$ cat config.mk
export PLATFORM = sky130hd
export DESIGN_NAME = dotw_core
export DESIGN_NICKNAME = d
export VERILOG_FILES = /design/src/dotw_pkg.sv /design/src/dotw_core.sv
export SDC_FILE = /design/constraint.sdc
export NUM_CORES = 1
export LEC_CHECK = 0
export BUFFER_PORTS_ARGS = -buffer_cell sky130_fd_sc_hd__buf_2
export CAP_MARGIN = 15
export CORE_MARGIN = 4
export CORE_UTILIZATION = 35
export DETAILED_ROUTE_END_ITERATION = 10
export PLACE_DENSITY = 0.5
export SETUP_SLACK_MARGIN = 0.05
export SYNTH_ARGS = -nofsm -noshare
export SYNTH_HDL_FRONTEND = slang
export SYNTH_SLANG_ARGS = --single-unit
export TNS_END_PERCENT = 50
$ cat constraint.sdc
create_clock -name core_clk_i -period 2.2 [get_ports core_clk_i]
set_input_delay 0.44 -clock core_clk_i [delete_from_list [all_inputs] [get_ports core_clk_i]]
set_output_delay 0.44 -clock core_clk_i [all_outputs]
set_load 0.03 [all_outputs]
$ cat src/dotw_pkg.sv
package dotw_pkg;

  // ----------------------------------------------------------------
  // Clock and timing figures
  // ----------------------------------------------------------------
  localparam int CLK_PERIOD_PS = 4000;
  localparam int LAT_OFFSET = 2;
  localparam int CHOP_EXTRA_CK = 4;
  localparam int FULL_EXTRA_CK = 6;
  localparam int TERM_HIGH_MIN_LONG_BURST = 6;
  localparam int TERM_HIGH_MIN_SHORT = 4;
  localparam int SETTLE_MIN_TENTHS = 3;
  localparam int SETTLE_MAX_TENTHS = 7;
  localparam int ASYNC_MIN_PS = 2000;
  localparam int ASYNC_MAX_PS = 8500;
  localparam int ASYNC_MIN_CYC = (ASYNC_MIN_PS + CLK_PERIOD_PS - 1) / CLK_PERIOD_PS;
  localparam int ASYNC_MAX_CYC = ASYNC_MAX_PS / CLK_PERIOD_PS;
  localparam int LEVEL_FIRST_STROBE_DELAY = 40;
  localparam int LEVEL_FEEDBACK_DELAY_PS = 9000;
  localparam int LEVEL_FEEDBACK_FAST_PS = 7500;
  localparam int LEVEL_FEEDBACK_CYC = LEVEL_FEEDBACK_FAST_PS / CLK_PERIOD_PS;
  localparam int LEVEL_FEEDBACK_SKEW_PS = 2000;

  // ----------------------------------------------------------------
  // Widths
  // ----------------------------------------------------------------
  localparam int LAT_W = 5;
  localparam int HIST_DEPTH = 32;
  localparam int CNT_W = 7;
  localparam int FB_W = 8;

  // ----------------------------------------------------------------
  // Types
  // ----------------------------------------------------------------
  typedef enum logic [1:0] {
    ST_SYNC = 2'h0,
    ST_ASYNC = 2'h1,
    ST_LEVEL = 2'h3
  } dotw_mode_e;

  typedef struct packed {
    logic [LAT_W-1:0] write_latency_setting;
    logic [LAT_W-1:0] additive_latency;
    logic dyn_term_en;
  } dotw_cfg_s;

  typedef struct packed {
    logic wr_valid;
    logic four_beat_chop;
  } dotw_wr_s;

endpackage : dotw_pkg

$ cat src/dotw_core.sv
`timescale 1ns/1ps
`default_nettype none
module dotw_core (
  // Clock and reset
  input wire logic core_clk_i,
  input wire logic rst_i,
  // Static configuration and power state
  input wire dotw_pkg::dotw_cfg_s cfg_i,
  input wire logic power_down_i,
  input wire logic dll_off_i,
  input wire logic level_mode_i,
  // Decoded write command
  input wire dotw_pkg::dotw_wr_s wr_i,
  // Pins from the controller
  input wire logic term_en_pin_i,
  input wire logic strobe_pin_i,
  input wire logic clk_level_pin_i,
  // Termination and leveling outputs
  output logic term_on_o,
  output logic term_write_sel_o,
  output logic [dotw_pkg::FB_W-1:0] level_fb_o,
  output logic level_ready_o
);

  // ----------------------------------------------------------------
  // Pin synchronisers
  // ----------------------------------------------------------------
  logic term_s1_q, term_s2_q;
  logic strobe_s1_q, strobe_s2_q, strobe_s3_q;
  logic lvl_s1_q, lvl_s2_q;

  // Two stages before any logic looks at a pin
  always_ff @(posedge core_clk_i or posedge rst_i) begin
    if (rst_i) begin
      term_s1_q <= 1'b0;
      term_s2_q <= 1'b0;
      strobe_s1_q <= 1'b0;
      strobe_s2_q <= 1'b0;
      strobe_s3_q <= 1'b0;
      lvl_s1_q <= 1'b0;
      lvl_s2_q <= 1'b0;
    end else begin
      term_s1_q <= term_en_pin_i;
      term_s2_q <= term_s1_q;
      strobe_s1_q <= strobe_pin_i;
      strobe_s2_q <= strobe_s1_q;
      strobe_s3_q <= strobe_s2_q; // Old value for edge detect only
      lvl_s1_q <= clk_level_pin_i;
      lvl_s2_q <= lvl_s1_q;
    end
  end

  // ----------------------------------------------------------------
  // Operating mode
  // ----------------------------------------------------------------
  dotw_pkg::dotw_mode_e mode_q, mode_d;

  // Leveling wins; power-down with the loop off falls back to async
  always_comb begin
    mode_d = dotw_pkg::ST_SYNC;
    if (level_mode_i) begin
      mode_d = dotw_pkg::ST_LEVEL;
    end else if (power_down_i && dll_off_i) begin
      mode_d = dotw_pkg::ST_ASYNC;
    end
  end

  always_ff @(posedge core_clk_i or posedge rst_i) begin
    if (rst_i) begin
      mode_q <= dotw_pkg::ST_SYNC;
    end else begin
      mode_q <= mode_d;
    end
  end

  // ----------------------------------------------------------------
  // Latency arithmetic
  // ----------------------------------------------------------------
  localparam logic [dotw_pkg::LAT_W:0] LAT_OFF = (dotw_pkg::LAT_W+1)'(dotw_pkg::LAT_OFFSET);
  localparam logic [dotw_pkg::LAT_W:0] LAT_MAX = (dotw_pkg::LAT_W+1)'(dotw_pkg::HIST_DEPTH - 1);
  localparam logic [dotw_pkg::LAT_W:0] LAT_ONE = (dotw_pkg::LAT_W+1)'(1);
  logic [dotw_pkg::LAT_W:0] wl_sum;
  logic [dotw_pkg::LAT_W:0] term_lat;

  // Sum is the write latency; clamp keeps the delay line addressable
  always_comb begin
    wl_sum = {1'b0, cfg_i.write_latency_setting} + {1'b0, cfg_i.additive_latency};
    if (wl_sum <= LAT_OFF) begin
      term_lat = LAT_ONE;
    end else if (wl_sum - LAT_OFF > LAT_MAX) begin
      term_lat = LAT_MAX;
    end else begin
      term_lat = wl_sum - LAT_OFF;
    end
  end

  // ----------------------------------------------------------------
  // Synchronous termination delay line
  // ----------------------------------------------------------------
  logic [dotw_pkg::HIST_DEPTH-1:0] hist_q;
  logic sampling;

  assign sampling = (mode_q == dotw_pkg::ST_SYNC);

  // One entry per real clock edge, so latency counts true edges
  always_ff @(posedge core_clk_i or posedge rst_i) begin
    if (rst_i) begin
      hist_q <= '0;
    end else if (sampling) begin
      hist_q <= {hist_q[dotw_pkg::HIST_DEPTH-2:0], term_s2_q};
    end else begin
      hist_q <= '0;
    end
  end

  // Output edge is the reference point; the analog ramp of 0.3 to 0.7
  // clock sits inside the following cycle and is not modelled here
  always_ff @(posedge core_clk_i or posedge rst_i) begin
    if (rst_i) begin
      term_on_o <= 1'b0;
    end else begin
      case (mode_q)
        dotw_pkg::ST_SYNC: term_on_o <= hist_q[term_lat[dotw_pkg::LAT_W-1:0] - 5'h01];
        dotw_pkg::ST_ASYNC: term_on_o <= term_s2_q;
        dotw_pkg::ST_LEVEL: term_on_o <= term_s2_q;
        default: term_on_o <= 1'b0;
      endcase
    end
  end

  // ----------------------------------------------------------------
  // Dynamic termination scheduler
  // ----------------------------------------------------------------
  localparam logic [dotw_pkg::CNT_W-1:0] CNT_ONE = dotw_pkg::CNT_W'(1);
  localparam logic [dotw_pkg::CNT_W-1:0] CHOP_X = dotw_pkg::CNT_W'(dotw_pkg::CHOP_EXTRA_CK);
  localparam logic [dotw_pkg::CNT_W-1:0] FULL_X = dotw_pkg::CNT_W'(dotw_pkg::FULL_EXTRA_CK);
  logic dyn_busy_q;
  logic [dotw_pkg::CNT_W-1:0] dyn_cnt_q;
  logic [dotw_pkg::CNT_W-1:0] on_pt_q;
  logic [dotw_pkg::CNT_W-1:0] off_pt_q;
  logic [dotw_pkg::CNT_W-1:0] on_pt_d;
  logic dyn_start;

  assign dyn_start = wr_i.wr_valid && cfg_i.dyn_term_en && (mode_q == dotw_pkg::ST_SYNC);
  assign on_pt_d = dotw_pkg::CNT_W'(term_lat);

  // A new write restarts the schedule, stretching write termination
  always_ff @(posedge core_clk_i or posedge rst_i) begin
    if (rst_i) begin
      dyn_busy_q <= 1'b0;
      dyn_cnt_q <= '0;
      on_pt_q <= '0;
      off_pt_q <= '0;
    end else if (dyn_start) begin
      dyn_busy_q <= 1'b1;
      dyn_cnt_q <= CNT_ONE;
      on_pt_q <= on_pt_d;
      off_pt_q <= on_pt_d + (wr_i.four_beat_chop ? CHOP_X : FULL_X);
    end else if (dyn_busy_q) begin
      dyn_cnt_q <= dyn_cnt_q + CNT_ONE;
      if (dyn_cnt_q == off_pt_q || mode_q != dotw_pkg::ST_SYNC) begin
        dyn_busy_q <= 1'b0;
      end
    end
  end

  // Select changes on the scheduled edge; settle window follows it
  always_ff @(posedge core_clk_i or posedge rst_i) begin
    if (rst_i) begin
      term_write_sel_o <= 1'b0;
    end else if (!dyn_busy_q || mode_q != dotw_pkg::ST_SYNC) begin
      term_write_sel_o <= 1'b0;
    end else if (dyn_cnt_q == off_pt_q) begin
      term_write_sel_o <= 1'b0;
    end else if (dyn_cnt_q == on_pt_q) begin
      term_write_sel_o <= 1'b1;
    end
  end

  // ----------------------------------------------------------------
  // Write leveling
  // ----------------------------------------------------------------
  localparam logic [dotw_pkg::CNT_W-1:0] FIRST_STROBE = dotw_pkg::CNT_W'(dotw_pkg::LEVEL_FIRST_STROBE_DELAY);
  logic [dotw_pkg::CNT_W-1:0] lvl_cnt_q;
  logic strobe_rise;

  assign strobe_rise = strobe_s2_q && !strobe_s3_q;

  // Strobes before the entry delay are ignored rather than trusted
  always_ff @(posedge core_clk_i or posedge rst_i) begin
    if (rst_i) begin
      lvl_cnt_q <= '0;
      level_ready_o <= 1'b0;
    end else if (mode_q != dotw_pkg::ST_LEVEL) begin
      lvl_cnt_q <= '0;
      level_ready_o <= 1'b0;
    end else if (lvl_cnt_q != FIRST_STROBE) begin
      lvl_cnt_q <= lvl_cnt_q + CNT_ONE;
      level_ready_o <= (lvl_cnt_q + CNT_ONE) == FIRST_STROBE;
    end
  end

  // One flop per lane, all loaded on the same edge, so lane skew is nil
  genvar g;
  generate
    for (g = 0; g < dotw_pkg::FB_W; g++) begin : g_fb
      always_ff @(posedge core_clk_i or posedge rst_i) begin
        if (rst_i) begin
          level_fb_o[g] <= 1'b0;
        end else if (mode_q != dotw_pkg::ST_LEVEL) begin
          level_fb_o[g] <= 1'b0;
        end else if (strobe_rise && level_ready_o) begin
          level_fb_o[g] <= lvl_s2_q;
        end
      end
    end
  endgenerate

endmodule : dotw_core
`default_nettype wire

# ---- After elaboration in Yosys (flattened, before gate mapping)
# Index checks and enable logic that the tools add are counted.
dict set report totals {
  ff_bits 73
  input_bits 21
  out_inout_bits 11
  elab_cells 73
}
dict set report classes {
  addsub 6
  order_cmp 3
  eq_ne 7
  muxes 23
  n_reduce_logical 16
}
# cell n
set op_table {}
lappend op_table {{$mux 32} 1}
lappend op_table {{$mux 7} 4}
lappend op_table {{$add 7x1->7 const B} 2}
lappend op_table {{$mux 1} 12}
lappend op_table {{$mux 6} 2}
lappend op_table {{$reduce_bool 2->1} 4}
lappend op_table {{$add 6x3->7} 1}
lappend op_table {{$eq 7x6->1} 1}
lappend op_table {{$eq 7x6->1 const B} 1}
lappend op_table {{$eq 7x7->1} 1}
lappend op_table {{$ne 7x6->1 const B} 1}
lappend op_table {{$add 5x5->6} 1}
lappend op_table {{$gt 6x5->1 const B} 1}
lappend op_table {{$le 6x2->1 const B} 1}
lappend op_table {{$lt 5x6->1 const B} 1}
lappend op_table {{$sub 6x2->6 const B} 1}
lappend op_table {{$bmux 1 s5} 1}
lappend op_table {{$logic_and 1x1->1} 5}
lappend op_table {{$sub 5x1->5 const B} 1}
lappend op_table {{$mux 2} 2}
lappend op_table {{$reduce_bool 3->1} 1}
lappend op_table {{$eq 2x1->1 const B} 1}
lappend op_table {{$eq 2x2->1 const B} 1}
lappend op_table {{$logic_not 1->1} 2}
lappend op_table {{5 further kinds} 6}

# ---- Longest topological paths before layout
# Gate-level depths: netlist of run 1.
dict set report logic_depth {
  ltp_word 9
  mapped_depth 16
  depth_no_buf 14
}

# ---- Worst setup path after synthesis of run 1
# Ideal clock, no wire load.
dict set report synth_path {
  kind {input port to flip-flop}
  from {input cfg_i[1] (netlist bit)}
  to {register term_on_o}
  setup_ns 0.128
  arrival_ns 3.936
  required_ns 2.072
  slack_ns -1.865
  stages 16
  path_buffers 2
  cell_sequence {ha_1 inv_1 fa_1 xor2_1 ha_1 clkbuf_1 o31ai_1 a31oi_1 o21ai_0 o31ai_1 ha_1 buf_1 mux4_2 and3_1 o41ai_2 a2bb2oi_1}
}
dict set report synth_between {
  elab_chain_cells 9
  elab_cells_between_ends 10
  classes_between {3 x add/sub; 2 x order compare; 5 x mux}
}
# element line_no
set synth_rtl {}
lappend synth_rtl {{from (decl)} dotw_core.sv:8} ;# input wire dotw_pkg::dotw_cfg_s cfg_i,
lappend synth_rtl {{$add 5x5->6 *} dotw_core.sv:87} ;# wl_sum = {1'b0, cfg_i.write_latency_setting} + {1'b0, cfg_i.additive_latency};
lappend synth_rtl {{$sub 6x2->6} {dotw_core.sv:90, dotw_core.sv:93}}
lappend synth_rtl {{$gt 6x5->1} dotw_core.sv:90} ;# end else if (wl_sum - LAT_OFF > LAT_MAX) begin
lappend synth_rtl {{$mux 6} dotw_core.sv:90}
lappend synth_rtl {{$mux 6 *} dotw_core.sv:88} ;# if (wl_sum <= LAT_OFF) begin
lappend synth_rtl {{$sub 5x1->5 *} dotw_core.sv:123} ;# dotw_pkg::ST_SYNC: term_on_o <= hist_q[term_lat[dotw_pkg::LAT_W-1:0] - 5'h01];
lappend synth_rtl {{$bmux 1 s5 *} dotw_core.sv:123}
lappend synth_rtl {{$mux 1 (not written as such) *} dotw_core.sv:123}
lappend synth_rtl {{$pmux 1 s2 *} dotw_core.sv:122} ;# case (mode_q)
lappend synth_rtl {{to (signal assigned)} dotw_core.sv:123}
lappend synth_rtl {{to (signal assigned)} dotw_core.sv:124} ;# dotw_pkg::ST_ASYNC: term_on_o <= term_s2_q;
lappend synth_rtl {{to (signal assigned)} dotw_core.sv:125} ;# dotw_pkg::ST_LEVEL: term_on_o <= term_s2_q;
lappend synth_rtl {{to (decl)} dotw_core.sv:19} ;# output logic term_on_o,
# Mark *: on every way between the ends. The rest lies on a longest branch, timed or not. The select of a mux whose other input is x is not followed.
# A chain may end at the register's enable or synchronous reset.

# ---- Worst setup path in the final report of run 1
dict set report layout_path {
  from {input cfg_i[6] (netlist bit)}
  to {register term_on_o}
}
# The elaborated chain is that of the path after synthesis.

==> impl_metrics.tcl, run 1 <==
set metrics [dict create \
    status "finished with violations" \
    violations "negative setup slack" \
    via_per_inst 4.809 \
    core_area_mm2 0.01032 \
    crit_type "primary input to flip-flop" \
    hpwlAfterDp_um 5265 \
    gp_routability_congestion 0.8287 \
    cap_violations 0 \
    ys.flop_type "dfrtp_1" \
    ys_ff_latch 72 \
    start_util_pct 35.79 \
    setup_slack_ns -1.028 \
    multiInputGateArea_mm2 0.001896 \
    final_cells 539 \
    syn_inst 331 \
    clock_skew_ns 0.01235 \
    cts_tree "yes" \
    clock.fmax_mhz 309.8 \
    clock_sinks 72 \
    drtAntennaViolNets 0 \
    antenna_cells 0 \
    mostFrequentLayoutCells "dfrtp_1, buf_4, and2_1" \
    root_buffer "clkbuf_8" \
    clkSlewWorstSetupHoldPaths_ns 0.08 \
    critPathArrivalTime_ns 3.45 \
    end_kind "flip-flop" \
    totalNegativeSetupSlack_ns -4.544 \
    die_h_um 110.7 \
    ir_worst_vdd_mv 0.3110 \
    synth_area_mm2 0.003695 \
    path_max_fanout 4 \
    post_synth.cell_area_avg_um2 11.16 \
    port_buffers 31 \
    finalWirelength_um 7169 \
    grt_max_degree 52 \
    cp.required_ns 2.42 \
    worstReg2RegEnd "term_on_o$_DFF_PP0_" \
    fin_crit_ns 3.228 \
    wire_per_inst_um 13.30 \
    io_pins 32 \
    vias 2592 \
    hold_viol_final 0 \
    firstDrtPassIters 6 \
    grt_pass1_vias 2581 \
    yosysSeqAreaShare_pct 48.76 \
    overflow 0 \
    min_path_type "primary input to asynchronous set/reset pin" \
    insertion_delay_ns 0.35 \
    synthToLayoutAreaGrowth_pct 27.97 \
    die_area_mm2 0.01226 \
    final_net_count 432 \
    grt_use_total_pct 12.41 \
    die_x_um 110.7 \
    leakagePower_uw 0.002267 \
    setup_violations 9 \
    reg2reg_from "hist_q[24]$_DFF_PP0_" \
    slew-limit-headroom_pct 66.17 \
    power_uw 3729 \
    drt_iter0_markers 107 \
    h-tree-depth 3 \
    placedCellCount 516 \
    yosysWarnings 0 \
    synth-async-reset-ratio_pct 100.0 \
    cts_buffer_depth 2 \
    yosys.cell_types.count 56 \
    reg2regPathDepth 4 \
    synth_edf_count 0 \
    tightest_slew_ns 0.5063 \
    cts_buffers 9 \
    nFillCells 942 \
    grt_first_pass_wirelength_um 12480 \
    r2r_slack_ns 0.56 \
    period_share_pct 146.7 \
    drc_errors 0 \
    p_per_area_mw_per_mm2 788.7 \
    drv_slew 0 \
    layout_commonest_cell "dfrtp_1" \
    regArea_mm2 0.001802 \
    drive_gt1_share_pct 32.26 \
    syn_nets 365 \
    setup.worst_path.start_class "primary input" \
    rsz0062_at_grt "yes" \
    antenna_found_initial 0 \
    rows 37 \
]
[kinds of logic after synthesis]
kind of cell	after synthesis	share of synthesized area, %
multiplexers	11	6.400
flip-flops	72	48.76
XOR/XNOR	26	6.875
adder cells (fa/ha/maj)	13	4.605
AO/OA/AOI/OAI	55	11.34
AND/OR/NAND/NOR	121	17.71
buffers and inverters	33	4.301
[report_power, final]
| part | switching [uW] | total (uW) | internal, uW | leakage (uW) |
|---|---|---|---|---|
| Clock | 516 | 1160 | 647 | 0.000111 |
| Sequential | 106 | 1530 | 1420 | 0.000962 |
| Combinational | 474 | 1040 | 563 | 0.00119 |
[Yosys cell counts (all sizes together), types with 2 or more instances]
library cell | number | area share [%]
o41ai | 2 | 0.68
xor2 | 18 | 4.5
o2111ai | 2 | 0.64
nor2b | 3 | 0.58
buf | 11 | 2.1
or2 | 3 | 0.51
mux2i | 3 | 0.81
nor3 | 2 | 0.27
nand2 | 27 | 2.7
a21oi | 10 | 1.4
nor4 | 3 | 0.51
o31ai | 4 | 1.2
mux4 | 8 | 5.6
nor2 | 17 | 1.9
nand3 | 8 | 1.1
and3 | 4 | 0.68
ha | 12 | 4.1
dfrtp | 72 | 49
xnor2 | 7 | 1.7
or3 | 3 | 0.51
o21ai | 19 | 2.6
and2 | 35 | 5.9
inv | 9 | 0.91
a31oi | 2 | 0.34
nand4 | 11 | 1.9
a31o | 2 | 0.71
a211o | 2 | 0.47
a21o | 4 | 0.88
nor3b | 2 | 0.41
clkbuf | 13 | 1.3
[registers in the layout, indices dropped and copies added (netlist names)]
| signal | count |
|---|---|
| dyn_busy_q | 1 |
| dyn_cnt_q | 7 |
| hist_q | 32 |
| level_fb_o | 1 |
| level_ready_o | 1 |
| lvl_cnt_q | 7 |
| lvl_s1_q | 1 |
| lvl_s2_q | 1 |
| mode_q | 2 |
| off_pt_q | 7 |
| on_pt_q | 5 |
| strobe_s1_q | 1 |
| strobe_s2_q | 1 |
| strobe_s3_q | 1 |
| term_on_o | 1 |
| term_s1_q | 1 |
| term_s2_q | 1 |
| term_write_sel_o | 1 |
[worst max-delay path, cell delays in order]
cell       delay, ns
buf_6           0.07
ha_4            0.13
inv_2           0.03
fa_2            0.38
xor2_4          0.18
ha_4            0.18
buf_6           0.12
a31oi_2         0.08
a31o_4          0.28
o31ai_4         0.28
ha_4            0.26
buf_12          0.13
mux4_2          0.27
and3_4          0.17
o41ai_4         0.34
a2bb2oi_1       0.11
[routing by layer]
| layer | global-route usage (%) | vias to the layer above | share of wire (%) |
|---|---|---|---|
| met2 | 18.20 | 42 | 44 |
| met4 | 4.762 | 0 | 1.4 |
| li1 | - | 1292 | - |
| met5 | 0 | - | 0 |
| met3 | 3.657 | 7 | 3.6 |
| met1 | 17.31 | 1251 | 51 |
[worst max-delay path by stage]
stage,start,end,slack (ns),depth (start not counted)
6_report,cfg_i[6],term_on_o$_DFF_PP0_,-1.03,16
5_1_grt,cfg_i[6],term_on_o$_DFF_PP0_,-1.11,16
4_1_cts,cfg_i[6],term_on_o$_DFF_PP0_,-1.03,17
3_5_place_dp,cfg_i[1],term_on_o$_DFF_PP0_,-1.41,16
3_3_place_gp,cfg_i[1],term_on_o$_DFF_PP0_,-1.34,16
2_1_floorplan,cfg_i[1],term_on_o$_DFF_PP0_,-1.45,15
[cell type report]
type | count | area share [%]
inverters | 9 | 0.7939
repair buffers | 80 | 12.78
clock inverters | 6 | 1.932
well taps | 136 | 3.599
multi-input cells | 226 | 40.09
flip-flops and latches | 72 | 38.11
clock buffers | 10 | 2.699
[repair_timing]
action | in CTS | in global routing
resized for setup | 13 | 5
pin swaps | 16 | 3
setup endpoints to repair | 10 | 11
hold buffers | 0 | 0
setup buffers | 8 | 0
[per-stage QoR]
stage / setup slack [ns] / hold slack (ns) / instance area (um2) / utilization [%]
3_5_place_dp: -1.408 / 0.3424 / 4350 / 42.14
6_report: -1.028 / 0.1187 / 4728 / 45.80
2_1_floorplan: -1.450 / 0.3312 / 3802 / -
4_1_cts: -1.031 / 0.1242 / 4687 / 45.40
5_1_grt: -1.107 / 0.1343 / 4728 / 45.80
3_3_place_gp: -1.341 / 0.3320 / 4350 / 42.14
(Power assumes the default switching activity.)
==> run 2, diff against run 1 <==
- REMOVE_ABC_BUFFERS: default -> 1
==> impl_metrics.tcl, run 2 (synthesized netlist as in run 1, its figures left out) <==
set metrics [dict create \
    final_util_pct 45.02 \
    hpwlAfterDp_um 5284 \
    critPathSlowestCell "mux4_2" \
    grt_first_pass_wirelength_um 13120 \
    met1_usage_pct 17.94 \
    rows 37 \
    regArea_mm2 0.001802 \
    synthToLayoutAreaGrowth_pct 25.80 \
    path_max_fanout 6 \
    final_net_count 427 \
    clock_sinks 72 \
    crit_chain "buf_6, ha_4, inv_2, fa_2, xor2_4, ha_4, o31ai_2, a31oi_1, buf_4, o2111ai_4, nor2_4, buf_12, mux4_2, and3_4, o41ai_4, a2bb2oi_2" \
    hold_buffers 0 \
    overflow 0 \
    path_delay_family "compound AO/OA/AOI/OAI gates" \
    wire_per_inst_um 13.74 \
    clkSlewWorstSetupHoldPaths_ns 0.08 \
    rsz0062_at_grt "yes" \
    ir_worst_vdd_mv 0.3454 \
    fin_crit_ns 3.239 \
    grt_max_degree 37 \
    grt_pass1_vias 2662 \
    period_share_pct 147.2 \
    status "finished with violations" \
    finalWirelength_um 7338 \
    p_per_area_mw_per_mm2 781.0 \
    largest_reg_flops 32 \
    antenna_cells 0 \
    drc_errors 0 \
    multiInputGateArea_mm2 0.001879 \
    violations "negative setup slack" \
    die_x_um 110.7 \
    h-tree-depth 3 \
    tightest_slew_ns 0.5407 \
    reg2reg_from "hist_q[21]$_DFF_PP0_" \
    slew-limit-headroom_pct 63.90 \
    top_usage_layer "met2" \
    met2_usage_pct 19.74 \
    largest-register "hist_q" \
    r2r_slack_ns 0.59 \
    root_buffer "clkbuf_8" \
    mostFrequentLayoutCells "dfrtp_1, buf_4, and2_1" \
    start_util_pct 35.79 \
    min_path_type "primary input to asynchronous set/reset pin" \
    firstDrtPassIters 4 \
    drtAntennaViolNets 0 \
    reg2regPathDepth 4 \
    setup_slack_ns -1.039 \
    io_pins 32 \
    end_kind "flip-flop" \
    drv_slew 0 \
    drive_gt1_share_pct 32.66 \
    via_per_inst 4.822 \
    grt_use_total_pct 12.85 \
    cts_buffers 9 \
    crit_type "primary input to flip-flop" \
    max_stage_delay_ns 0.49 \
    dp_slack_ns -1.761 \
    worstReg2RegEnd "term_on_o$_DFF_PP0_" \
    hold_viol_final 0 \
    port_buffers 31 \
    crit_top_cell "ha_4" \
    setup_violations 11 \
    layout_commonest_cell "dfrtp_1" \
    antenna_found_initial 0 \
    crit_buf_inv 4 \
    insertion_delay_ns 0.33 \
    totalNegativeSetupSlack_ns -4.491 \
    gp_routability_congestion 0.7701 \
    core_area_mm2 0.01032 \
    die_h_um 110.7 \
    setup.worst_path.start_class "primary input" \
    leakagePower_uw 0.002198 \
    nFillCells 946 \
    clock.fmax_mhz 308.7 \
    cp.required_ns 2.42 \
    die_area_mm2 0.01226 \
    drt_iter0_markers 108 \
    cts_buffer_depth 2 \
    clock_skew_ns 0.009666 \
    grt_use_met3_pct 3.930 \
    vias 2575 \
    cts_tree "yes" \
    cap_violations 0 \
    critPathArrivalTime_ns 3.45 \
]
-- run 2: cell types whose count changed in the layout (fill, tap and decap cells not counted), sizes merged --
cell	delta
inv	-1
clkinvlp	+1
clkbuf	+1
buf	-5
clkinv	-1
-- run 2: what timing repair did --
| action | CTS | global route |
|---|---|---|
| buffers inserted | 5 | 1 |
| gates cloned | 0 | 0 |
| resized for setup | 23 | 16 |
| setup endpoints to repair | 11 | 11 |
| pin swaps | 11 | 9 |
-- run 2: area by class of cell --
class,count,area share (%)
clock buffers,11,3.042
clock inverters,5,1.723
inverters,9,0.7268
multi-input cells,226,40.43
flip-flops and latches,72,38.76
well taps,136,3.661
repair buffers,75,11.66
-- run 2: worst max path at each step --
stage | end | slack (ns) | cells past startpoint | startpoint
after floorplan | term_on_o$_DFF_PP0_ | -1.67 | 14 | cfg_i[1]
after detailed placement | term_on_o$_DFF_PP0_ | -1.76 | 14 | cfg_i[1]
after global routing | term_on_o$_DFF_PP0_ | -1.14 | 17 | cfg_i[6]
after CTS | term_on_o$_DFF_PP0_ | -1.13 | 16 | cfg_i[6]
after global placement | term_on_o$_DFF_PP0_ | -1.54 | 14 | cfg_i[1]
final | term_on_o$_DFF_PP0_ | -1.04 | 16 | cfg_i[6]
-- run 2: power by group --
part / internal [uW] / switching [uW]
registers: 1430 / 106
logic: 492 / 453
clock network: 668 / 486
-- run 2: layer usage --
metal	up-vias	routed length, um
li1	1274	-
met1	1260	3617
met2	33	3385
met3	8	257
met4	0	76
met5	-	0
-- run 2: metrics by stage --
| step | cell area [um2] | cells | total power, uW | hold WS (ns) |
|---|---|---|---|---|
| 4_1_cts | 4592 | 534 | 3655 | 0.1440 |
| 5_1_grt | 4648 | 534 | 3863 | 0.1716 |
| 2_1_floorplan | 3570 | 307 | 2056 | 0.3312 |
| 6_report | 4648 | 534 | 3630 | 0.1387 |
| 3_3_place_gp | 4225 | 513 | 2373 | 0.3348 |
| 3_5_place_dp | 4225 | 513 | 2385 | 0.3386 |
